**src/include/gpc_pkg.sv**
```systemverilog
//==========================================================================
// Overview of operation
// - per-pin output enable bits seven to zero
// - input enable kept separate from output control
// - per-pin input enable bits gate input path
// - one function register per alternate function
// - open-drain bit disables driver when data high
// - per-pin pull-up enable bits
// - per-pin pull-down enable bits
// - data register drives outputs, reads gated pin levels
package gpc_pkg;

  //==========================================================================
  // geometry
  localparam int          PIN_W   = 8;  // pins in the port
  localparam int          FN_N    = 3;  // alternate function registers
  localparam int          ADDR_W  = 8;  // byte address width
  localparam int          DATA_W  = 32; // bus data width

  //==========================================================================
  // register byte offsets within the port window
  localparam logic [7:0]  OFS_DATA = 8'h00;
  localparam logic [7:0]  OFS_OE   = 8'h04;
  localparam logic [7:0]  OFS_FN1  = 8'h08;
  localparam logic [7:0]  OFS_FN2  = 8'h0C;
  localparam logic [7:0]  OFS_FN3  = 8'h10;
  localparam logic [7:0]  OFS_OD   = 8'h28;
  localparam logic [7:0]  OFS_PUP  = 8'h2C;
  localparam logic [7:0]  OFS_PDN  = 8'h30;
  localparam logic [7:0]  OFS_IE   = 8'h38;

  //==========================================================================
  // reset values, port specific, neutral defaults
  localparam logic [7:0]  RST_DATA = 8'h00;
  localparam logic [7:0]  RST_OE   = 8'h00;
  localparam logic [7:0]  RST_FN   = 8'h00;
  localparam logic [7:0]  RST_OD   = 8'h00;
  localparam logic [7:0]  RST_PUP  = 8'h00;
  localparam logic [7:0]  RST_PDN  = 8'h00;
  localparam logic [7:0]  RST_IE   = 8'h00;

endpackage

```
**src/core/gpc_port.sv**
```systemverilog
`timescale 1ns/1ps
//==========================================================================
// eight-pin general purpose port with software register file
module gpc_port (
  input  wire logic                                   clk,
  input  wire logic                                   nrst,
  input  wire logic [gpc_pkg::ADDR_W-1:0]             addr,
  input  wire logic [gpc_pkg::DATA_W-1:0]             wdata,
  input  wire logic                                   wr,
  input  wire logic                                   rd,
  output logic      [gpc_pkg::DATA_W-1:0]             rdata,
  input  wire logic [gpc_pkg::PIN_W-1:0]              pad_in,
  output logic      [gpc_pkg::PIN_W-1:0]              pad_out,
  output logic      [gpc_pkg::PIN_W-1:0]              pad_oe,
  output logic      [gpc_pkg::PIN_W-1:0]              pad_pu,
  output logic      [gpc_pkg::PIN_W-1:0]              pad_pd,
  output logic      [gpc_pkg::PIN_W-1:0]              pin_in,
  input  wire logic [gpc_pkg::FN_N*gpc_pkg::PIN_W-1:0] fn_out,
  input  wire logic [gpc_pkg::FN_N*gpc_pkg::PIN_W-1:0] fn_oe
);

  //==========================================================================
  // address decode
  logic       hit_data;  // data register
  logic       hit_oe;    // output enable
  logic       hit_od;    // open drain
  logic       hit_pup;   // pull-up
  logic       hit_pdn;   // pull-down
  logic       hit_ie;    // input enable
  logic [2:0] hit_fn;    // function registers one to three

  assign hit_data  = (addr == gpc_pkg::OFS_DATA);
  assign hit_oe    = (addr == gpc_pkg::OFS_OE);
  assign hit_fn[0] = (addr == gpc_pkg::OFS_FN1);
  assign hit_fn[1] = (addr == gpc_pkg::OFS_FN2);
  assign hit_fn[2] = (addr == gpc_pkg::OFS_FN3);
  assign hit_od    = (addr == gpc_pkg::OFS_OD);
  assign hit_pup   = (addr == gpc_pkg::OFS_PUP);
  assign hit_pdn   = (addr == gpc_pkg::OFS_PDN);
  assign hit_ie    = (addr == gpc_pkg::OFS_IE);

  //==========================================================================
  // register storage
  logic [7:0] pin_data_q;          // output latch
  logic [7:0] output_enable_bits;  // driver enables
  logic [7:0] open_drain_bits;     // open drain selects
  logic [7:0] pullup_bits;         // pull-up enables
  logic [7:0] pulldown_bits;       // pull-down enables
  logic [7:0] input_enable_bits;   // input path enables
  logic [7:0] function_select_bits [gpc_pkg::FN_N];

  // port data latch drives the pins
  gpc_reg8 #(.RST(gpc_pkg::RST_DATA)) u_data (
    .clk(clk), .nrst(nrst), .wr_en(wr & hit_data),
    .wdata(wdata[7:0]), .value_q(pin_data_q));
  gpc_reg8 #(.RST(gpc_pkg::RST_OE)) u_oe (
    .clk(clk), .nrst(nrst), .wr_en(wr & hit_oe),
    .wdata(wdata[7:0]), .value_q(output_enable_bits));
  gpc_reg8 #(.RST(gpc_pkg::RST_OD)) u_od (
    .clk(clk), .nrst(nrst), .wr_en(wr & hit_od),
    .wdata(wdata[7:0]), .value_q(open_drain_bits));
  gpc_reg8 #(.RST(gpc_pkg::RST_PUP)) u_pup (
    .clk(clk), .nrst(nrst), .wr_en(wr & hit_pup),
    .wdata(wdata[7:0]), .value_q(pullup_bits));
  gpc_reg8 #(.RST(gpc_pkg::RST_PDN)) u_pdn (
    .clk(clk), .nrst(nrst), .wr_en(wr & hit_pdn),
    .wdata(wdata[7:0]), .value_q(pulldown_bits));
  gpc_reg8 #(.RST(gpc_pkg::RST_IE)) u_ie (
    .clk(clk), .nrst(nrst), .wr_en(wr & hit_ie),
    .wdata(wdata[7:0]), .value_q(input_enable_bits));

  // one register per alternate function
  genvar f;
  generate
    for (f = 0; f < gpc_pkg::FN_N; f++) begin : g_fn
      gpc_reg8 #(.RST(gpc_pkg::RST_FN)) u_fn (
        .clk(clk), .nrst(nrst), .wr_en(wr & hit_fn[f]),
        .wdata(wdata[7:0]), .value_q(function_select_bits[f]));
    end
  endgenerate

  //==========================================================================
  // pin muxes, one per pin
  genvar p;
  generate
    for (p = 0; p < gpc_pkg::PIN_W; p++) begin : g_pin
      logic [gpc_pkg::FN_N-1:0] sel;  // function selects for this pin
      logic [gpc_pkg::FN_N-1:0] fo;   // function levels
      logic [gpc_pkg::FN_N-1:0] fe;   // function enables
      for (f = 0; f < gpc_pkg::FN_N; f++) begin : g_f
        assign sel[f] = function_select_bits[f][p];
        assign fo[f]  = fn_out[f*gpc_pkg::PIN_W+p];
        assign fe[f]  = fn_oe[f*gpc_pkg::PIN_W+p];
      end
      gpc_pin_mux u_mux (
        .port_data(pin_data_q[p]),
        .port_oe  (output_enable_bits[p]),
        .od_sel   (open_drain_bits[p]),
        .ie       (input_enable_bits[p]),
        .fn_sel   (sel),
        .fn_out   (fo),
        .fn_oe    (fe),
        .pad_in   (pad_in[p]),
        .pad_out  (pad_out[p]),
        .pad_oe   (pad_oe[p]),
        .pin_in   (pin_in[p])
      );
    end
  endgenerate

  // resistor enables pass straight to the pad cells
  assign pad_pu = pullup_bits;
  assign pad_pd = pulldown_bits;

  //==========================================================================
  // read mux; data read returns the gated pin level, not the latch
  logic [7:0] rd_byte;  // selected low byte
  assign rd_byte =
      hit_data  ? pin_in :
      hit_oe    ? output_enable_bits :
      hit_fn[0] ? function_select_bits[0] :
      hit_fn[1] ? function_select_bits[1] :
      hit_fn[2] ? function_select_bits[2] :
      hit_od    ? open_drain_bits :
      hit_pup   ? pullup_bits :
      hit_pdn   ? pulldown_bits :
      hit_ie    ? input_enable_bits : 8'h00;   // unmapped reads zero

  // read data valid only in the cycle after the strobe
  always_ff @(posedge clk or negedge nrst) begin
    if (!nrst) begin
      rdata <= 32'h0000_0000;
    end else if (rd) begin
      rdata <= {24'h00_0000, rd_byte};
    end else begin
      rdata <= 32'h0000_0000;
    end
  end

endmodule

```
**src/core/gpc_reg8.sv**
```systemverilog
`timescale 1ns/1ps
//==========================================================================
// one 8-bit software register with write strobe
module gpc_reg8 #(
  parameter logic [7:0] RST = 8'h00  // value after reset
) (
  input  wire logic       clk,
  input  wire logic       nrst,
  input  wire logic       wr_en,
  input  wire logic [7:0] wdata,
  output logic      [7:0] value_q
);

  // only the low byte is kept; upper write bits fall away
  always_ff @(posedge clk or negedge nrst) begin
    if (!nrst) begin
      value_q <= RST;
    end else if (wr_en) begin
      value_q <= wdata;
    end
  end

endmodule

```
**src/core/gpc_pin_mux.sv**
```systemverilog
`timescale 1ns/1ps
//==========================================================================
// per-pin output selection and driver control, purely combinational
module gpc_pin_mux (
  input  wire logic                         port_data,
  input  wire logic                         port_oe,
  input  wire logic                         od_sel,
  input  wire logic                         ie,
  input  wire logic [gpc_pkg::FN_N-1:0]     fn_sel,
  input  wire logic [gpc_pkg::FN_N-1:0]     fn_out,
  input  wire logic [gpc_pkg::FN_N-1:0]     fn_oe,
  input  wire logic                         pad_in,
  output logic                              pad_out,
  output logic                              pad_oe,
  output logic                              pin_in
);

  logic any_fn;   // some function owns the pin
  logic data_mux; // selected output level
  logic oe_mux;   // selected driver enable

  // or-select: legal only while one function bit is set per pin
  assign any_fn   = |fn_sel;
  assign data_mux = any_fn ? |(fn_sel & fn_out) : port_data;
  assign oe_mux   = any_fn ? |(fn_sel & fn_oe)  : port_oe;
  // pseudo open drain: driver off whenever the level is high
  assign pad_oe   = oe_mux & ~(od_sel & data_mux);
  assign pad_out  = data_mux;
  // input path gated only by its own enable, not the output one
  assign pin_in   = ie & pad_in;

endmodule

```
**config.mk**
```make
export PLATFORM = sky130hd
export DESIGN_NAME = gpc_port
export DESIGN_NICKNAME = d
export VERILOG_FILES = /design/src/include/gpc_pkg.sv /design/src/core/gpc_port.sv /design/src/core/gpc_reg8.sv /design/src/core/gpc_pin_mux.sv
export SDC_FILE = /design/constraint.sdc
export NUM_CORES = 1
export LEC_CHECK = 0
export ABC_CLOCK_PERIOD_IN_PS = 2800
export BUFFER_PORTS_ARGS = -buffer_cell sky130_fd_sc_hd__buf_2
export CORE_MARGIN = 3
export CORE_UTILIZATION = 30
export CTS_CLUSTER_DIAMETER = 60
export CTS_CLUSTER_SIZE = 24
export DETAILED_ROUTE_END_ITERATION = 16
export HOLD_SLACK_MARGIN = 0.02
export MAX_ROUTING_LAYER = met4
export PLACE_DENSITY = 0.51
export SLEW_MARGIN = 30
export SYNTH_ARGS = -nofsm -noshare
export SYNTH_HDL_FRONTEND = slang
export SYNTH_SLANG_ARGS = --single-unit
```
**constraint.sdc**
```tcl
create_clock -name clk -period 2.8 [get_ports clk]
set_input_delay 0.42 -clock clk [delete_from_list [all_inputs] [get_ports clk]]
set_output_delay 0.42 -clock clk [all_outputs]
set_load 0.02 [all_outputs]
```
Yosys cells after proc, flatten, opt, wreduce, memory -nomap -nowiden:

Cells that the tools add are included.

* equal/unequal tests: 8
* mux-type cells: 26
* bitwise logic cells: 57
* reduce and logical (&&, ||, !) cells: 25

Operators with widths (number)
* 2-to-1 mux 8 bit: 10
* OR reduction 3 bit: 24
* bitwise AND 3 bit: 16
* bitwise AND 1 bit: 33
* == test 8 x 6 -> 1 bit (second input constant): 4
* == test 8 x 4 -> 1 bit (second input constant): 2
* 2-to-1 mux 1 bit: 16
* == test 8 x 3 -> 1 bit (second input constant): 1
* == test 8 x 5 -> 1 bit (second input constant): 1
* logical NOT 8 bit: 1
* inverter 1 bit: 8

* bits in registers: 80
* input port bits: 100
* output and inout port bits: 72
* word-level logic and storage cells: 126

Longest topological paths before layout:

* depth after elaboration: 11
* depth in mapped cells: 7
* mapped depth without buffers: 5

By module:

Synthesis repeated with hierarchy kept, for this count alone.

* cells, all modules: 425
* area, all modules: 4966.0 um^2

By module, submodules not included
* gpc_reg8: instances 9, cells an instance 17, area an instance 331.6 um^2, seq. area each 200.2 um^2
* gpc_port: instances 1, cells an instance 208, area an instance 1491.4 um^2, seq. area each 200.2 um^2
* gpc_pin_mux: instances 8, cells an instance 8, area an instance 61.3 um^2, seq. area each 0.0 um^2

Least setup slack after synthesis:

OpenSTA, ideal clock, no wires.

* path kind: input port to flip-flop
* start: input addr[4] in the netlist's numbering
* end: register u_pup.value_q[0]
* setup time: 125 ps
* arrival time: 1887 ps
* required time: 2675 ps
* setup slack: 788 ps
* stages: 5
* buffers on the path: 1
* cells stage by stage: or4b_1 > buf_2 > or2_4 > nor2_8 > mux2_2

* longest elaborated chain between the ends: 2

RTL lines
* from (decl): RTL line gpc_port.sv:7 `input wire logic [gpc_pkg::ADDR_W-1:0] addr,`
* == test 8 x 6 -> 1 bit: RTL line gpc_port.sv:38 `assign hit_pup = (addr == gpc_pkg::OFS_PUP);`
* bitwise AND 1 bit: RTL line gpc_port.sv:63 `.clk(clk), .nrst(nrst), .wr_en(wr & hit_pup),`
* to (signal assigned): RTL line gpc_reg8.sv:19 `value_q <= wdata;`
* to (decl): RTL line gpc_reg8.sv:11 `output logic [7:0] value_q`

No other way between the ends.
A chain may end at the register's enable or synchronous reset.

Worst setup path in the final report:

* start: input addr[4] in the netlist's numbering
* end: register g_fn[0].u_fn.value_q[4]

* longest elaborated chain between the ends: 2

RTL lines
* == test 8 x 4 -> 1 bit: RTL line gpc_port.sv:34 `assign hit_fn[0] = (addr == gpc_pkg::OFS_FN1);`
* bitwise AND 1 bit: RTL line gpc_port.sv:77 `.clk(clk), .nrst(nrst), .wr_en(wr & hit_fn[f]),`
* to (signal assigned): RTL line gpc_reg8.sv:19
* to (decl): RTL line gpc_reg8.sv:11

No other way between the ends.

==> results.yml <==
sta:
  finalSetupViolCount: 0
  worst_pin_slew_ns: 0.745
  rsz0062_at_grt: "false"
  slew_viol_final: 0
  max_slew_margin_pct: 50.3
  period_share_pct: 75.7
  hold_viol: 0
  fin_setup_tns_ns: 0
  fin_worst_skew_ns: 0.00636
  min_period_ns: 2.12
  max_freq_ghz: 0.472
  setup_ws_ns: 0.680
critical_path:
  slowest_delay_ns: 0.72
  r2r_setup_slack_ns: 1.40
  r2r-end: "rdata[6]"
  reg2regPathDepth: 5
  cp.required_ns: 3.02
  critical_path_class: "input port to register"
  path_common_cell: "buf_4"
  cp-end-kind: "register"
  crit_cells: 6
  cp_cell_sequence: "buf_2 > or4b_1 > buf_4 > nor3_4 > buf_4 > mux2_2"
  crit_buf_inv: 3
  cp-start-kind: "input port"
  crit_path_top_delay_cell: "or4b_1"
  cp_top_family: "simple AND/OR/NAND/NOR gates"
  r2r_start: "g_fn[1].u_fn.value_q[6]"
  crit_fanout: 7
  cp.arrival_ns: 2.34
grt:
  use_met2_pct: 26.6
  use_met1_pct: 24.7
  top_usage_layer: "met2"
  antenna_found_initial: 0
  grt_pass1_wl_um: 22200
  grt_use_total_pct: 17.9
  grt_pass1_vias: 3855
  grt_start_max_net_pins: 81
  overflow: 0
  grt_use_met3_pct: 3.15
yosys:
  synthesis.area_sq_mm: 0.00463
  ys_warn_count: 0
  synth-seq-area-share_pct: 43.2
  avgSynthCellArea_sq_um: 11.0
  ys_seq_elements: 80
  async_flop_share_pct: 100
  syn_inst: 421
  synth-edff-count: 0
  ys.flop_type: "dfrtp_1"
  synth_cell_types: 44
floorplan:
  rows: 44
  coreArea_sq_mm: 0.0148
  die_w_um: 130
  initial_core_util_pct: 31.3
  die_area_sq_mm: 0.0170
  die_h_um: 130
  io_pins: 172
clocking:
  clockRootBuffer: "clkbuf_16"
  clockBufferDepth: 2
  post_cts_buffers: 0
  ctsHoldBuffers: 0
  cts_resized: 0
  path_clk_slew_ns: 0.06
  cts.sinks: 80
  clkLatencyLatePin_ns: 0.34
  cts_made_buffers: 9
  cts_tree: "done"
  htreeDepth: 3
pwr:
  power_mw: 2.82
  combPwrFrac_pct: 14.8
  p_int_mw: 2.06
  power.switching_mw: 0.758
  pwr_density_cell_mw_per_mm2: 501
  swShare_pct: 26.9
  ir_drop_mv: 0.234
  leakage_nw: 2.93
  seq_power_share_pct: 44.8
  clockPowerShare_pct: 40.4
route:
  drt_iter0_drc: 333
  totalWireLength_um: 14700
  viasPerCell: 5.39
  firstDrtPassIters: 6
  wl_per_cell_um: 20.2
  via_count: 3924
  drc: 0
  drtAntennaViolNets: 0
place:
  gp_congestion: 0.859
  port_buffers: 123
  place_hpwl_um: 10700
  place_area_sq_mm: 0.00534
  place_inst: 712
  pre_cts_ws_ns: 0.358
layout:
  finalNonFillerCells: 728
  final_cell_mix: "122 x buf_2, 80 x dfrtp_1, 78 x mux2_2"
  drive_gt1_share_pct: 46.7
  syn2layout_area_growth_pct: 21.3
  final_common_cell: "buf_2"
  final_cell_area_sq_mm: 0.00562
  n_antenna_cell: 0
  nets: 639
  fillers: 1485
run:
  drv_cap: 0
hold_path:
  hp-class: "input port to asynchronous set/reset pin"
status:
  outcome: "finished clean"
==> power by group through the flow <==
stage,Sequential (mW),Combinational [mW],Clock [mW]
2_1_floorplan,1.28,0.298,0
3_3_place_gp,1.28,0.410,0
3_5_place_dp,1.28,0.418,0
4_1_cts,1.26,0.419,1.16
5_1_grt,1.27,0.458,1.20
6_report,1.26,0.418,1.14
==> registers in the layout, indices dropped and copies added (netlist names) <==
| signal | count |
|---|---|
| u_oe.value_q | 8 |
| u_ie.value_q | 8 |
| rdata | 8 |
| u_pup.value_q | 8 |
| u_od.value_q | 8 |
| g_fn.u_fn.value_q | 24 |
| u_data.value_q | 8 |
| u_pdn.value_q | 8 |
==> per-stage QoR <==
stage / utilization [%] / hold slack [ns]
6_report: 37.9 / 0.130
5_1_grt: 37.9 / 0.187
4_1_cts: 37.9 / 0.156
3_5_place_dp: 36.0 / 0.496
3_3_place_gp: 36.0 / 0.490
2_1_floorplan: - / 0.124
==> worst max-delay path by stage <==
stage	startpoint	to	slack [ns]
floorplan	addr[4]	u_pup.value_q[0]	0.79
global placement	addr[4]	g_fn[0].u_fn.value_q[2]	0.40
detailed placement	addr[4]	g_fn[0].u_fn.value_q[4]	0.36
CTS	addr[4]	g_fn[0].u_fn.value_q[4]	0.71
global route	g_fn[0].u_fn.value_q[7]	pad_oe[7]	0.60
finish	addr[4]	g_fn[0].u_fn.value_q[4]	0.68
==> Yosys cell counts, types with 4 or more instances <==
| cell type | number | area [sq um] |
|---|---|---|
| a21oi_1 | 29 | 145 |
| a222oi_1 | 16 | 160 |
| a22oi_1 | 8 | 60.1 |
| a2bb2oi_1 | 6 | 52.6 |
| and2_1 | 11 | 68.8 |
| buf_2 | 5 | 25.0 |
| buf_4 | 48 | 360 |
| clkbuf_1 | 10 | 37.5 |
| dfrtp_1 | 80 | 2000 |
| mux2_2 | 78 | 878 |
| mux2i_1 | 5 | 50.1 |
| nand2_1 | 36 | 135 |
| nand3_1 | 7 | 35.0 |
| nor2_1 | 6 | 22.5 |
| nor3_1 | 11 | 55.1 |
| nor3_4 | 4 | 65.1 |
| o21ai_0 | 7 | 35.0 |
| o22ai_1 | 6 | 37.5 |
| or3_1 | 4 | 25.0 |
==> cell families (layout without fill, tap and decap cells) <==
group	Yosys count	after routing	synth area share [%]
compound gates	92	92	14.3
buf+inv	67	167	9.45
flops	80	80	43.2
mux	83	83	20.0
other cells	1	24	0.0810
simple gates	98	98	12.9
==> worst register-to-register path, delay by kind of cell (launching register included) <==
| kind | cells | cell delay (ns) |
|---|---|---|
| AO/OA/AOI/OAI | 4 | 0.71 |
| flip-flops | 1 | 0.41 |
| AND/OR/NAND/NOR | 1 | 0.17 |
==> final cells by class <==
type                    count  area [sq um]  share of cell area [%]
well taps                 184           230                    4.10
clock buffers              12           236                    4.21
multi-input cells         297          2280                    40.6
repair buffers            149           817                    14.5
flip-flops and latches     80          2000                    35.6
clock inverters             4          45.0                   0.802
inverters                   2          7.51                   0.134
==> metal layers <==
metal	share of wire [%]	up-vias
met4	2.7	0
met1	45	1938
met2	45	184
met3	6.5	31
met5	0	-
li1	-	1771
Power figures use the tool's default switching activity.
